$ cat src/dsom_consts.svh
/*
 Constants of the drive status output mapper: register offsets, reset
 values, selection codes, field positions and synchroniser layout.
 Assumes inclusion by bare name from the design file.
*/
`ifndef DSOM_CONSTS_SVH
`define DSOM_CONSTS_SVH

// Register byte offsets on the bus
`define DSOM_ADR_SEL0 8'h00
`define DSOM_ADR_SEL1 8'h04
`define DSOM_ADR_SEL2 8'h08
`define DSOM_ADR_SEL3 8'h0c
`define DSOM_ADR_SEL4 8'h10
`define DSOM_ADR_SEL5 8'h14
`define DSOM_ADR_LEVEL 8'h18
`define DSOM_ADR_STATION 8'h1c
`define DSOM_ADR_STATUS 8'h20
`define DSOM_ADR_IRQ_STAT 8'h24
`define DSOM_ADR_IRQ_MASK 8'h28

// Output function codes, positive and negative polarity
`define DSOM_CODE_RUN_POS 8'h00
`define DSOM_CODE_READY_POS 8'h0b
`define DSOM_CODE_CUR_POS 8'h0c
`define DSOM_CODE_FAULT_POS 8'h63
`define DSOM_CODE_RUN_NEG 8'h64
`define DSOM_CODE_READY_NEG 8'h6f
`define DSOM_CODE_CUR_NEG 8'h70
`define DSOM_CODE_FAULT_NEG 8'hc7

// Reset values of the selection registers
`define DSOM_RST_SEL0 8'h00
`define DSOM_RST_SEL1 8'h63
`define DSOM_RST_SEL2 8'h0b
`define DSOM_RST_SEL3 8'h00
`define DSOM_RST_SEL4 8'h0c
`define DSOM_RST_SEL5 8'h63

// Current detect level in percent of rated current
`define DSOM_RST_LEVEL 8'h96

// Station register fields
`define DSOM_STN_VER2 0
`define DSOM_STN_MULT_LO 1
`define DSOM_STN_MULT_HI 2
`define DSOM_STN_OCC_LO 4
`define DSOM_STN_OCC_HI 7
`define DSOM_STN_OCCUPIED 4'h1
`define DSOM_MULT_SINGLE 2'h0

// Synchronised input positions
`define DSOM_IN_TRIP 0
`define DSOM_IN_OPER 1
`define DSOM_IN_RUN 2
`define DSOM_IN_MOTOR 3
`define DSOM_IN_FWD 4
`define DSOM_IN_REV 5
`define DSOM_IN_W 6

// Status register fields above the indications
`define DSOM_ST_FWD 4
`define DSOM_ST_REV 5
`define DSOM_ST_NORUN 6
`define DSOM_ST_TRIP 7

`define DSOM_NTERM 6

`endif

$ cat src/dsom_pkg.sv
/*
 Types of the drive status output mapper.
 Assumes nothing of its surroundings.
*/
package dsom_pkg;

   typedef struct packed {
      logic current_detected_indication;
      logic running_indication;
      logic operation_ready_indication;
      logic fault_indication;
   } dsom_ind_type;

endpackage

$ cat src/dsom_top.sv
/*
 Drive status output mapper: status indications of a motor drive routed
 with selectable polarity to three physical and three virtual terminals,
 registers on a classic Wishbone slave, sticky event interrupt.
 Assumes drive status pins asynchronous to mclk and a current sample in
 percent of rated current produced on mclk.
*/
// Behaviour
// Protective trip asserts the fault indication
// Negative fault polarity: active healthy, inactive faulted
// Ready only once powered and operative
// Running held through deceleration until output stops
// Running routed to first terminal after reset
// Current detected above level, initially 150%
// Current detected held until output stops
// Positive codes 99, 11, 0, 12
// Negative codes plus 100; six selections
// Controller checks running follows start commands
// One station; version two multiplies registers
// Selection change acts at next edge
`timescale 1ns/10ps
`include "dsom_consts.svh"

module dsom_top
   import dsom_pkg::*;
(
   input wire logic mclk,
   input wire logic rst,
   input wire logic wb_cyc_i,
   input wire logic wb_stb_i,
   input wire logic wb_we_i,
   input wire logic [7:0] wb_adr_i,
   input wire logic [3:0] wb_sel_i,
   input wire logic [31:0] wb_dat_i,
   output logic [31:0] wb_dat_o,
   output logic wb_ack_o,
   input wire logic protective_trip,
   input wire logic drive_operative,
   input wire logic drive_running,
   input wire logic motor_output_active,
   input wire logic forward_start_cmd,
   input wire logic reverse_start_cmd,
   input wire logic [9:0] motor_current_pct,
   output logic first_output_terminal,
   output logic output_terminal_2,
   output logic output_terminal_3,
   output logic [2:0] virtual_terminal,
   output logic irq
);

   ////////////////////////////////////////////////////////////////////
   // Input synchronisers: three stages, change taken when 2nd and 3rd agree
   logic [`DSOM_IN_W-1:0] pin_in;
   logic [`DSOM_IN_W-1:0] sy1_ff, sy2_ff, sy3_ff, flt_ff;
   logic [`DSOM_IN_W-1:0] nxt_sy1, nxt_sy2, nxt_sy3, nxt_flt;

   assign pin_in = {reverse_start_cmd, forward_start_cmd, motor_output_active,
                    drive_running, drive_operative, protective_trip};

   always_comb begin
      nxt_sy1 = pin_in;
      nxt_sy2 = sy1_ff;
      nxt_sy3 = sy2_ff;
      nxt_flt = (sy2_ff & ~(sy2_ff ^ sy3_ff)) | (flt_ff & (sy2_ff ^ sy3_ff));
   end

   always_ff @(posedge mclk or posedge rst) begin
      if (rst) begin
         sy1_ff <= '0;
         sy2_ff <= '0;
         sy3_ff <= '0;
         flt_ff <= '0;
      end else begin
         sy1_ff <= nxt_sy1;
         sy2_ff <= nxt_sy2;
         sy3_ff <= nxt_sy3;
         flt_ff <= nxt_flt;
      end
   end

   logic trip_f, oper_f, run_f, motor_f, fwd_f, rev_f;
   assign trip_f = flt_ff[`DSOM_IN_TRIP];
   assign oper_f = flt_ff[`DSOM_IN_OPER];
   assign run_f = flt_ff[`DSOM_IN_RUN];
   assign motor_f = flt_ff[`DSOM_IN_MOTOR];
   assign fwd_f = flt_ff[`DSOM_IN_FWD];
   assign rev_f = flt_ff[`DSOM_IN_REV];

   ////////////////////////////////////////////////////////////////////
   // Bus slave and registers
   logic [`DSOM_NTERM-1:0][7:0] sel_ff, nxt_sel;
   logic [7:0] current_detect_level_setting_ff, nxt_level;
   logic [2:0] stn_ff, nxt_stn;
   logic [3:0] istat_ff, nxt_istat, imask_ff, nxt_imask;
   logic ack_ff, nxt_ack;
   logic [31:0] dat_ff, nxt_dat;
   logic wr_en;
   logic [31:0] rdata;
   logic [3:0] ev;
   logic [1:0] eff_mult;
   logic [7:0] status_byte;
   dsom_ind_type ind_ff;

   assign wr_en = wb_cyc_i & wb_stb_i & wb_we_i & ack_ff & wb_sel_i[0];
   // Multiplied register settings only exist under version two
   assign eff_mult = stn_ff[0] ? stn_ff[2:1] : `DSOM_MULT_SINGLE;
   assign status_byte = {trip_f, (fwd_f | rev_f) & ~ind_ff.running_indication,
                         rev_f, fwd_f, ind_ff};

   always_comb begin
      rdata = '0;
      unique case (wb_adr_i)
         `DSOM_ADR_SEL0: rdata[7:0] = sel_ff[0];
         `DSOM_ADR_SEL1: rdata[7:0] = sel_ff[1];
         `DSOM_ADR_SEL2: rdata[7:0] = sel_ff[2];
         `DSOM_ADR_SEL3: rdata[7:0] = sel_ff[3];
         `DSOM_ADR_SEL4: rdata[7:0] = sel_ff[4];
         `DSOM_ADR_SEL5: rdata[7:0] = sel_ff[5];
         `DSOM_ADR_LEVEL: rdata[7:0] = current_detect_level_setting_ff;
         `DSOM_ADR_STATION: begin
            rdata[`DSOM_STN_VER2] = stn_ff[0];
            rdata[`DSOM_STN_MULT_HI:`DSOM_STN_MULT_LO] = eff_mult;
            rdata[`DSOM_STN_OCC_HI:`DSOM_STN_OCC_LO] = `DSOM_STN_OCCUPIED;
         end
         `DSOM_ADR_STATUS: rdata[7:0] = status_byte;
         `DSOM_ADR_IRQ_STAT: rdata[3:0] = istat_ff;
         `DSOM_ADR_IRQ_MASK: rdata[3:0] = imask_ff;
         default: rdata = '0;
      endcase
   end

   always_comb begin
      nxt_ack = wb_cyc_i & wb_stb_i & ~ack_ff;
      nxt_dat = nxt_ack ? rdata : '0;
      nxt_sel = sel_ff;
      nxt_level = current_detect_level_setting_ff;
      nxt_stn = stn_ff;
      nxt_imask = imask_ff;
      nxt_istat = istat_ff;
      if (wr_en) begin
         unique case (wb_adr_i)
            `DSOM_ADR_SEL0: nxt_sel[0] = wb_dat_i[7:0];
            `DSOM_ADR_SEL1: nxt_sel[1] = wb_dat_i[7:0];
            `DSOM_ADR_SEL2: nxt_sel[2] = wb_dat_i[7:0];
            `DSOM_ADR_SEL3: nxt_sel[3] = wb_dat_i[7:0];
            `DSOM_ADR_SEL4: nxt_sel[4] = wb_dat_i[7:0];
            `DSOM_ADR_SEL5: nxt_sel[5] = wb_dat_i[7:0];
            `DSOM_ADR_LEVEL: nxt_level = wb_dat_i[7:0];
            `DSOM_ADR_STATION: nxt_stn = wb_dat_i[2:0];
            `DSOM_ADR_IRQ_STAT: nxt_istat = istat_ff & ~wb_dat_i[3:0];
            `DSOM_ADR_IRQ_MASK: nxt_imask = wb_dat_i[3:0];
            default: nxt_stn = stn_ff;
         endcase
      end
      // A new event wins over a clear in the same cycle
      nxt_istat = nxt_istat | ev;
   end

   always_ff @(posedge mclk or posedge rst) begin
      if (rst) begin
         ack_ff <= 1'b0;
         dat_ff <= '0;
         sel_ff[0] <= `DSOM_RST_SEL0;
         sel_ff[1] <= `DSOM_RST_SEL1;
         sel_ff[2] <= `DSOM_RST_SEL2;
         sel_ff[3] <= `DSOM_RST_SEL3;
         sel_ff[4] <= `DSOM_RST_SEL4;
         sel_ff[5] <= `DSOM_RST_SEL5;
         current_detect_level_setting_ff <= `DSOM_RST_LEVEL;
         stn_ff <= '0;
         istat_ff <= '0;
         imask_ff <= '0;
      end else begin
         ack_ff <= nxt_ack;
         dat_ff <= nxt_dat;
         sel_ff <= nxt_sel;
         current_detect_level_setting_ff <= nxt_level;
         stn_ff <= nxt_stn;
         istat_ff <= nxt_istat;
         imask_ff <= nxt_imask;
      end
   end

   assign wb_ack_o = ack_ff;
   assign wb_dat_o = dat_ff;

   ////////////////////////////////////////////////////////////////////
   // Indications
   dsom_ind_type nxt_ind;

   always_comb begin
      nxt_ind.fault_indication = trip_f;
      nxt_ind.operation_ready_indication = oper_f;
      // Output to the motor keeps both alive through deceleration
      nxt_ind.running_indication = run_f | motor_f;
      nxt_ind.current_detected_indication =
         (motor_current_pct > {2'b00, current_detect_level_setting_ff}) |
         (ind_ff.current_detected_indication & motor_f);
   end

   always_ff @(posedge mclk or posedge rst) begin
      if (rst) begin
         ind_ff <= '0;
      end else begin
         ind_ff <= nxt_ind;
      end
   end

   assign ev = nxt_ind & ~ind_ff;

   ////////////////////////////////////////////////////////////////////
   // Terminal mapping and interrupt
   function automatic logic map_code(input logic [7:0] code, input dsom_ind_type i);
      case (code) // see R8
         `DSOM_CODE_FAULT_POS: map_code = i.fault_indication;
         `DSOM_CODE_FAULT_NEG: map_code = ~i.fault_indication;
         `DSOM_CODE_READY_POS: map_code = i.operation_ready_indication;
         `DSOM_CODE_READY_NEG: map_code = ~i.operation_ready_indication;
         `DSOM_CODE_RUN_POS: map_code = i.running_indication;
         `DSOM_CODE_RUN_NEG: map_code = ~i.running_indication;
         `DSOM_CODE_CUR_POS: map_code = i.current_detected_indication;
         `DSOM_CODE_CUR_NEG: map_code = ~i.current_detected_indication;
         default: map_code = 1'b0;
      endcase
   endfunction

   logic [`DSOM_NTERM-1:0] term_ff, nxt_term;
   logic irq_ff, nxt_irq;

   always_comb begin
      for (int t = 0; t < `DSOM_NTERM; t++) begin
         nxt_term[t] = map_code(sel_ff[t], ind_ff);
      end
      nxt_irq = |(nxt_istat & nxt_imask);
   end

   always_ff @(posedge mclk or posedge rst) begin
      if (rst) begin
         term_ff <= '0;
         irq_ff <= 1'b0;
      end else begin
         term_ff <= nxt_term;
         irq_ff <= nxt_irq;
      end
   end

   assign first_output_terminal = term_ff[0];
   assign output_terminal_2 = term_ff[1];
   assign output_terminal_3 = term_ff[2];
   assign virtual_terminal = term_ff[5:3];
   assign irq = irq_ff;

   logic sel0_written_ff;
   always_ff @(posedge mclk or posedge rst) begin
      if (rst) begin
         sel0_written_ff <= 1'b0;
      end else if (wr_en && wb_adr_i == `DSOM_ADR_SEL0) begin
         sel0_written_ff <= 1'b1;
      end
   end
endmodule

$ cat config.mk
export PLATFORM = sky130hd
export DESIGN_NAME = dsom_top
export DESIGN_NICKNAME = d
export VERILOG_FILES = /design/src/dsom_pkg.sv /design/src/dsom_top.sv
export VERILOG_INCLUDE_DIRS = /design/src /design/src/src
export SDC_FILE = /design/constraint.sdc
export NUM_CORES = 1
export LEC_CHECK = 0
export BUFFER_PORTS_ARGS = -buffer_cell sky130_fd_sc_hd__buf_2
export CAP_MARGIN = 30
export CORE_UTILIZATION = 50
export DETAILED_ROUTE_END_ITERATION = 6
export HOLD_SLACK_MARGIN = 0.05
export PLACE_DENSITY_LB_ADDON = 0.1
export SYNTH_ARGS = -nofsm -noshare
export SYNTH_HDL_FRONTEND = slang
export SYNTH_SLANG_ARGS = --single-unit
$ cat constraint.sdc
create_clock -name mclk -period 4.8 [get_ports mclk]
set_input_delay 1.2 -clock mclk [delete_from_list [all_inputs] [get_ports mclk]]
set_output_delay 1.2 -clock mclk [all_outputs]
set_load 0.01 [all_outputs]
==> results.yml, run 1 <==
setup_path:
  crit_type: "primary input to flop"
  cp.required_ns: 5.04
  worstSetupEndpointType: "flop"
  reg2reg_depth: 6
  cp-start-kind: "primary input"
  cp_max_fo: 21
  arrival_ns: 3.64
clock_tree:
  hold_buffers: 0
  post_cts_buffers: 0
  clock-root-buffer: "clkbuf_16"
  cts_resized: 0
  cts_max_level: 3
  cts_buffer_depth: 2
  clock_latency_ns: 0.36
  numCtsBuffers: 9
  path_clk_slew_ns: 0.07
  cts_tree: "done"
  clkSinkCount: 111
logic_synthesis:
  netlist_instances: 577
  synth_edf_count: 0
  synth_top_cell_area_share_pct: 40.4
  synthArstFlopShare_pct: 100
  synth_ff_type: "dfrtp_1"
  synth_area_per_cell_sq_um: 10.1
  ys_warn_count: 0
  synth_area_sq_um: 5820
  synthTopCellsByArea: "dfrtp_1 40%, mux2_2 9.9%, dfstp_2 7.7%"
  ys_seq_elements: 111
  synth_top_area_cell: "dfrtp_1"
  ys_types: 57
  seq_area_frac_synth_pct: 48.1
finish:
  nets: 691
  num-fill-cells: 1035
  post-route-util_pct: 56.2
  insertedDiodeCount: 0
  drive_above_1_share_pct: 24.4
  syn_to_final_growth_pct: 9.83
  fin_area_sq_um: 6390
pwr:
  power_frac_comb_pct: 8.1
  power_w: 0.00184
  power_frac_seq_pct: 53.1
  netSwitchingPower_w: 0.000482
  power.density_nw_per_um2: 288
  clkPwrFrac_pct: 38.8
  switching_share_pct: 26.1
  intPower_w: 0.00136
  total_leakage_power_nw: 2.86
  ir_drop_v: 0.000383
grt:
  overflow: 0
  grt_max_degree: 112
  grt_pass1_wl_mm: 24.9
  grt_pass1_vias: 4367
  antenna_found_initial: 0
  grt_usage_pct: 28.7
floorplan:
  core.rowCount: 39
  die-area_sq_um: 12100
  io_pins: 105
  core_area_sq_um: 11400
  die_h_um: 110
  die_w_um: 110
  start_util_pct: 51.2
timing:
  skew_ns: 0.00942
  fin_tns_setup_ns: 0
  setup_viol: 0
  timing.fmax_ghz: 0.294
  hold_violations: 0
  maxSlewHeadroom_pct: 39.2
  min_period_over_period_pct: 70.8
  slew_violations: 0
  worstMarginPinSlew_ns: 0.899
  period_needed_ns: 3.40
  rsz0062_at_grt: "no"
route:
  wl_mm: 15.9
  drt-wirelength-per-cell_um: 20.7
  drc_errors: 0
  postRouteAntennaNets: 0
  drt-initial-drc-count: 451
  viasPerCell: 6.08
  dr.pass1.iters: 5
  vias: 4659
placement:
  placed_cell_area_sq_um: 6110
  port-buffer-count: 53
  gp_congestion: 0.928
  hpwl_mm: 11.0
run:
  max-cap-violations: 0
run_status:
  outcome: "completed"
hold_path:
  holdPathStages: 0
  hp-class: "flop to flop"
-- cell families (layout without fill, tap and decap cells) --
kind of cell | count (synthesis) | after routing | synth area share (%)
AOI/OAI and AO/OA | 147 | 147 | 16.0
and+or+nand+nor | 164 | 164 | 14.4
other | 1 | 24 | 0.0645
adders and majority gates | 14 | 14 | 2.75
buffers and inverters | 78 | 101 | 6.75
muxes | 62 | 62 | 12.0
DFF | 111 | 111 | 48.1
-- power by group through the flow --
stage	clock network [W]	logic [W]	registers (W)
3_3_place_gp	0	0.000146	0.000995
4_1_cts	0.000738	0.000149	0.000978
3_5_place_dp	0	0.000149	0.000995
2_1_floorplan	0	0.000102	0.000988
6_report	0.000715	0.000149	0.000978
5_1_grt	0.000768	0.000167	0.000981
-- worst max-delay path, stage by stage --
cell,delay [ns]
buf_2,0.26
or4b_1,0.77
nor3_1,0.51
mux2_2,0.41
a22o_1,0.22
a221o_1,0.26
-- path summary, 6_finish.rpt --
| path | endpoint | from | slack [ns] |
|---|---|---|---|
| setup / recovery | irq | wb_adr_i[4] | 1.40 |
| hold / removal | nxt_sy3[1] | nxt_sy2[1] | 0.35 |
| setup reg to reg | irq | wb_ack_o | 2.28 |
| hold reg to reg | nxt_sy3[1] | nxt_sy2[1] | 0.35 |
| max in group asynchronous | sel_ff[44] | rst | 3.36 |
| min in group asynchronous | nxt_sy2[1] | rst | 0.95 |
-- routing by layer --
| layer | track usage, % | wire (um) | up-vias |
|---|---|---|---|
| met5 | 0 | 0 | - |
| met4 | 12.1 | 499 | 0 |
| li1 | - | - | 2119 |
| met3 | 5.69 | 939 | 32 |
| met1 | 39.1 | 7000 | 2289 |
| met2 | 44.4 | 7420 | 219 |
-- synth_stat cells (5+ instances only) --
library cell	n
nor3b_1	6
dfrtp_1	94
nand2_1	47
clkbuf_1	17
buf_2	8
a22o_1	5
a22oi_1	8
nor2b_1	9
dfstp_2	17
o21ai_0	40
a21oi_1	39
maj3_1	6
nand2b_1	9
nand3_1	9
nor3_1	18
mux2_2	51
ha_1	8
a31oi_1	15
mux2i_1	10
inv_1	26
nor2_1	38
nor4_1	7
buf_4	24
-- registers in the layout, indices dropped and copies added (netlist names), 3 cells and up, named ones only --
signal,flops
stn_ff,3
wb_dat_o,8
nxt_sy3,6
sel_ff,48
istat_ff,4
imask_ff,4
current_detect_level_setting_ff,8
term_ff,6
nxt_sy2,6
sy3_ff,6
ind_ff,4
-- area by class of cell --
| type | count | area [sq um] | share of cell area (%) |
|---|---|---|---|
| Clock buffer | 9 | 225 | 3.52 |
| Clock inverter | 7 | 55.1 | 0.862 |
| Inverter | 27 | 104 | 1.63 |
| Multi-Input combinational cell | 411 | 2710 | 42.5 |
| Sequential cell | 111 | 2800 | 43.8 |
| Tap cell | 143 | 179 | 2.80 |
| Timing Repair Buffer | 58 | 315 | 4.93 |
-- cell usage in the layout, fill, tap and decap left out, types with 3 or more instances in the layout --
cell type / n
a21oi_1: 39
a221oi_1: 4
a22o_1: 5
a22oi_1: 8
a31oi_1: 15
a32oi_1: 3
buf_2: 53
buf_4: 4
clkbuf_16: 9
clkinv_2: 3
conb_1: 24
dfrtp_1: 94
dfstp_2: 17
ha_1: 8
inv_1: 25
maj3_1: 6
mux2_2: 51
mux2i_1: 10
nand2_1: 47
nand2b_1: 9
nand3_1: 9
nand3b_1: 4
nor2_1: 38
nor2b_1: 9
nor3_1: 18
nor3b_1: 6
nor4_1: 7
o211ai_1: 4
o21ai_0: 40
o221ai_1: 4
o22ai_1: 4
or3_1: 4
-- metrics by stage --
step | cells | hold WS, ns | setup slack [ns]
floorplan | 600 | 0.331 | 0.697
global placement | 750 | 0.331 | 1.02
detailed placement | 750 | 0.337 | 1.05
CTS | 766 | 0.356 | 1.42
global route | 766 | 0.358 | 1.27
finish | 766 | 0.352 | 1.40
(Power assumes the default switching activity.)
==> inputs of run 2 (changes only) <==
==> constraint.sdc (replaced) <==
create_clock -name mclk -period 3.3 [get_ports mclk]
set_input_delay 0.825 -clock mclk [delete_from_list [all_inputs] [get_ports mclk]]
set_output_delay 0.825 -clock mclk [all_outputs]
set_load 0.01 [all_outputs]
==> results.yml, run 2 (synthesis results as in run 1) <==
timing:
  timing.fmax_ghz: 0.381
  rsz0062_at_grt: "no"
  skew_ns: 0.00664
  maxSlewHeadroom_pct: 49.2
  period_needed_ns: 2.63
  setup_ws_ns: 0.674
  worstMarginPinSlew_ns: 0.762
  setup_viol: 0
  hold_violations: 0
  fin_tns_setup_ns: 0
  min_period_over_period_pct: 79.6
  slew_violations: 0
clock_tree:
  hold_buffers: 0
  clock_latency_ns: 0.36
  cts_max_level: 3
  numCtsBuffers: 9
  cts_buffer_depth: 2
  clkSinkCount: 111
  cts_tree: "done"
  cts_resized: 0
  post_cts_buffers: 0
  path_clk_slew_ns: 0.07
  clock-root-buffer: "clkbuf_16"
route:
  vias: 4627
  wl_mm: 15.6
  drt-initial-drc-count: 471
  dr.pass1.iters: 6
  drc_errors: 0
  drt-wirelength-per-cell_um: 20.1
  postRouteAntennaNets: 0
  viasPerCell: 5.95
run:
  max-cap-violations: 0
finish:
  fin_area_sq_um: 6470
  multi_input_comb_area_sq_um: 2710
  post-route-util_pct: 56.9
  num-fill-cells: 1002
  nets: 702
  final_cell_mix: "94 x dfrtp_1, 53 x buf_2, 51 x mux2_2, 47 x nand2_1, 40 x o21ai_0"
  regArea_sq_um: 2800
  largest_reg_flops: 48
  layout.cells.most_common: "dfrtp_1"
  insertedDiodeCount: 0
  syn_to_final_growth_pct: 11.3
  regMostFlops: "sel_ff"
  drive_above_1_share_pct: 25.7
floorplan:
  io_pins: 105
  core_area_sq_um: 11400
  die_h_um: 110
  start_util_pct: 51.2
  die_w_um: 110
  die-area_sq_um: 12100
  core.rowCount: 39
setup_path:
  cp.depth: 8
  reg2reg_depth: 7
  path_delay_family: "simple AND/OR/NAND/NOR gates"
  slowest_delay_ns: 0.65
  path_buf_inv: 2
  cp-start-kind: "primary input"
  crit_slowest_cell: "or4b_1"
  worstSetupEndpointType: "flop"
  path_common_cell: "a22o_1"
  arrival_ns: 2.87
  cp_max_fo: 5
  cp_cell_sequence: "buf_2, or4b_1, buf_4, nor4_4, nand2_1, a22o_1, a22o_1, a221o_1"
  cp.required_ns: 3.54
  crit_type: "primary input to flop"
hold_path:
  holdPathStages: 0
  hp-class: "flop to flop"
placement:
  gp_congestion: 0.940
  pre_cts_ws_ns: 0.347
  port-buffer-count: 53
  placed_cell_area_sq_um: 6190
  hpwl_mm: 11.2
run_status:
  outcome: "completed"
grt:
  overflow: 0
  grt_usage_pct: 28.4
  grt_max_degree: 55
  grt_pass1_vias: 4436
  grt_pass1_wl_mm: 24.7
  antenna_found_initial: 0
pwr:
  total_leakage_power_nw: 2.91
  power.density_nw_per_um2: 415
  ir_drop_v: 0.000348
  power_w: 0.00269
-- run 2: worst reg2reg max path, delay by kind of cell, from the launching register on --
| kind | cells | cell delay, ns |
|---|---|---|
| AND/OR/NAND/NOR | 3 | 0.81 |
| flip-flops | 1 | 0.41 |
| buffers and inverters | 1 | 0.16 |
| multiplexers | 1 | 0.35 |
| AO/OA/AOI/OAI | 2 | 0.51 |
-- run 2: power breakdown --
| group | total, W | internal, W | switching [W] | leakage [nW] |
|---|---|---|---|---|
| combinational | 0.000224 | 0.0000704 | 0.000154 | 1.42 |
| sequential | 0.00142 | 0.00139 | 0.0000300 | 1.34 |
| clock | 0.00104 | 0.000523 | 0.000519 | 0.143 |
-- run 2: final cells by class --
cell class	instances	area share (%)
clock buffers	9	3.48
repair buffers	69	6.15
clock inverters	7	0.850
multi-input cells	411	41.9
well taps	143	2.76
flip-flops and latches	111	43.2
inverters	27	1.62
-- run 2: through the flow --
stage	hold slack (ns)	cells
finish	0.352	777
global route	0.358	777
CTS	0.352	777
detailed placement	0.335	761
global placement	0.332	761
floorplan	0.331	600
-- run 2: path summary, 6_finish.rpt --
kind	slack, ns	start	end
max in group asynchronous	1.93	rst	sel_ff[19]
worst min register to register	0.35	nxt_sy2[1]	nxt_sy3[1]
worst min-delay path	0.35	nxt_sy2[1]	nxt_sy3[1]
worst max register to register	0.96	wb_ack_o	irq
worst max-delay path	0.67	wb_adr_i[4]	irq
min in group asynchronous	0.57	rst	sy3_ff[2]
-- run 2: layer usage --
metal	routed length (um)	global-route usage (%)	share of wire, %	up-vias
li1	-	-	-	2157
met1	6720	38.2	43	2204
met2	6990	43.3	45	225
met3	1310	7.77	8.4	41
met4	567	11.7	3.6	0
met5	0	0	0	-
==> inputs of run 3 (changes only) <==
==> constraint.sdc (replaced) <==
create_clock -name mclk -period 2.3 [get_ports mclk]
set_input_delay 0.575 -clock mclk [delete_from_list [all_inputs] [get_ports mclk]]
set_output_delay 0.575 -clock mclk [all_outputs]
set_load 0.01 [all_outputs]
==> results.yml, run 3 (synthesis results as in run 1) <==
clock_tree:
  clkSinkCount: 111
  numCtsBuffers: 9
  cts_tree: "done"
  cts_max_level: 3
  path_clk_slew_ns: 0.07
  clock-root-buffer: "clkbuf_16"
  post_cts_buffers: 0
  clock_latency_ns: 0.35
  cts_resized: 0
  hold_buffers: 0
  cts_buffer_depth: 2
setup_path:
  r2r-start: "current_detect_level_setting_ff[0]"
  critPathCapture: "irq"
  reg2reg_slack_ns: 0.14
  cp-start-kind: "primary input"
  worstSetupEndpointType: "flop"
  reg2reg_depth: 7
  r2r_end: "irq"
  cp_max_fo: 3
  crit_type: "primary input to flop"
  cp.required_ns: 2.54
  timing.critical_path.from: "wb_adr_i[4]"
  arrival_ns: 2.49
timing:
  maxSlewHeadroom_pct: 50.0
  timing.fmax_ghz: 0.444
  hold_violations: 0
  rsz0062_at_grt: "no"
  period_needed_ns: 2.25
  worstMarginPinSlew_ns: 0.750
  setup_viol: 0
  skew_ns: 0.00593
  fin_tns_setup_ns: 0
  min_period_over_period_pct: 98.0
  slew_violations: 0
pwr:
  ir_drop_v: 0.000644
  power_w: 0.00386
  total_leakage_power_nw: 3.14
  power.density_nw_per_um2: 565
grt:
  grt_pass1_wl_mm: 25.5
  overflow: 0
  grt_pass1_vias: 4621
  antenna_found_initial: 0
  grt_max_degree: 112
  grt_usage_pct: 29.5
floorplan:
  core.rowCount: 39
  die_w_um: 110
  die_h_um: 110
  die-area_sq_um: 12100
  start_util_pct: 51.2
  core_area_sq_um: 11400
  io_pins: 105
finish:
  largest_reg_flops: 48
  syn_to_final_growth_pct: 17.5
  final_cell_mix: "94 x dfrtp_1, 60 x buf_4, 53 x buf_2, 51 x mux2_2, 47 x nand2_1"
  drive_above_1_share_pct: 30.6
  layout.cells.most_common: "dfrtp_1"
  regMostFlops: "sel_ff"
  insertedDiodeCount: 0
  nets: 748
route:
  wl_mm: 16.6
  drt-initial-drc-count: 403
  vias: 4854
  drc_errors: 0
  viasPerCell: 5.90
  postRouteAntennaNets: 0
  dr.pass1.iters: 7
  drt-wirelength-per-cell_um: 20.1
placement:
  port-buffer-count: 53
  hpwl_mm: 11.9
  gp_congestion: 0.940
hold_path:
  hp-class: "primary input to flop"
run:
  max-cap-violations: 0
run_status:
  outcome: "completed"
-- run 3: cell count changes in the layout (fill, tap and decap cells not counted) --
cell,previous run,this run
clkinvlp_4,1,2
buf_4,15,60
clkinv_4,1,0
clkinv_2,3,1
clkbuf_1,0,2
o21ai_0,40,39
nor3_4,0,1
buf_12,1,2
nor3_1,18,17
o21ai_1,1,2
inv_6,1,3
inv_8,2,0
-- run 3: metrics by stage --
step / instance area (sq um) / hold WS [ns] / cells / setup WS (ns) / utilization, %
detailed placement: 6560 / 0.335 / 807 / -0.286 / 57.7
floorplan: 5920 / 0.331 / 600 / -0.0562 / -
CTS: 6830 / 0.312 / 823 / 0.00954 / 60.1
finish: 6830 / 0.325 / 823 / 0.0455 / 60.1
global placement: 6560 / 0.333 / 807 / -0.260 / 57.7
global route: 6830 / 0.312 / 823 / 0.0129 / 60.1
-- run 3: power breakdown --
part / internal, W / switching (W) / total [W]
registers: 0.00200 / 0.0000414 / 0.00204
logic: 0.000129 / 0.000237 / 0.000367
clock network: 0.000746 / 0.000713 / 0.00146
-- run 3: how the worst min path moves through the flow --
stage	end	startpoint	cells past startpoint
floorplan	nxt_sy3[0]	nxt_sy2[0]	0
global placement	nxt_sy3[4]	nxt_sy2[4]	0
detailed placement	nxt_sy3[4]	nxt_sy2[4]	0
CTS	nxt_sy2[5]	reverse_start_cmd	1
global route	nxt_sy2[3]	motor_output_active	1
finish	nxt_sy2[0]	protective_trip	1
-- run 3: metal layers --
metal,routed length (um),global-route usage [%]
met2,7630,46.7
met1,7280,39.1
met3,984,5.45
met4,680,14.0
met5,0,0
-- run 3: area by class of cell --
cell class              instances  area [sq um]
clock buffers                  11           233
clock inverters                 5          38.8
fillers                       973          4540
inverters                      27           105
multi-input cells             411          2720
flip-flops and latches        111          2800
well taps                     143           179
repair buffers                115           756
-- run 3: critical path, cell delays in order --
cell and delay [ns]:
buf_2 0.12, or4b_1 0.69, nor3_4 0.23, mux2_2 0.38, a22o_1 0.23, a221o_1 0.27
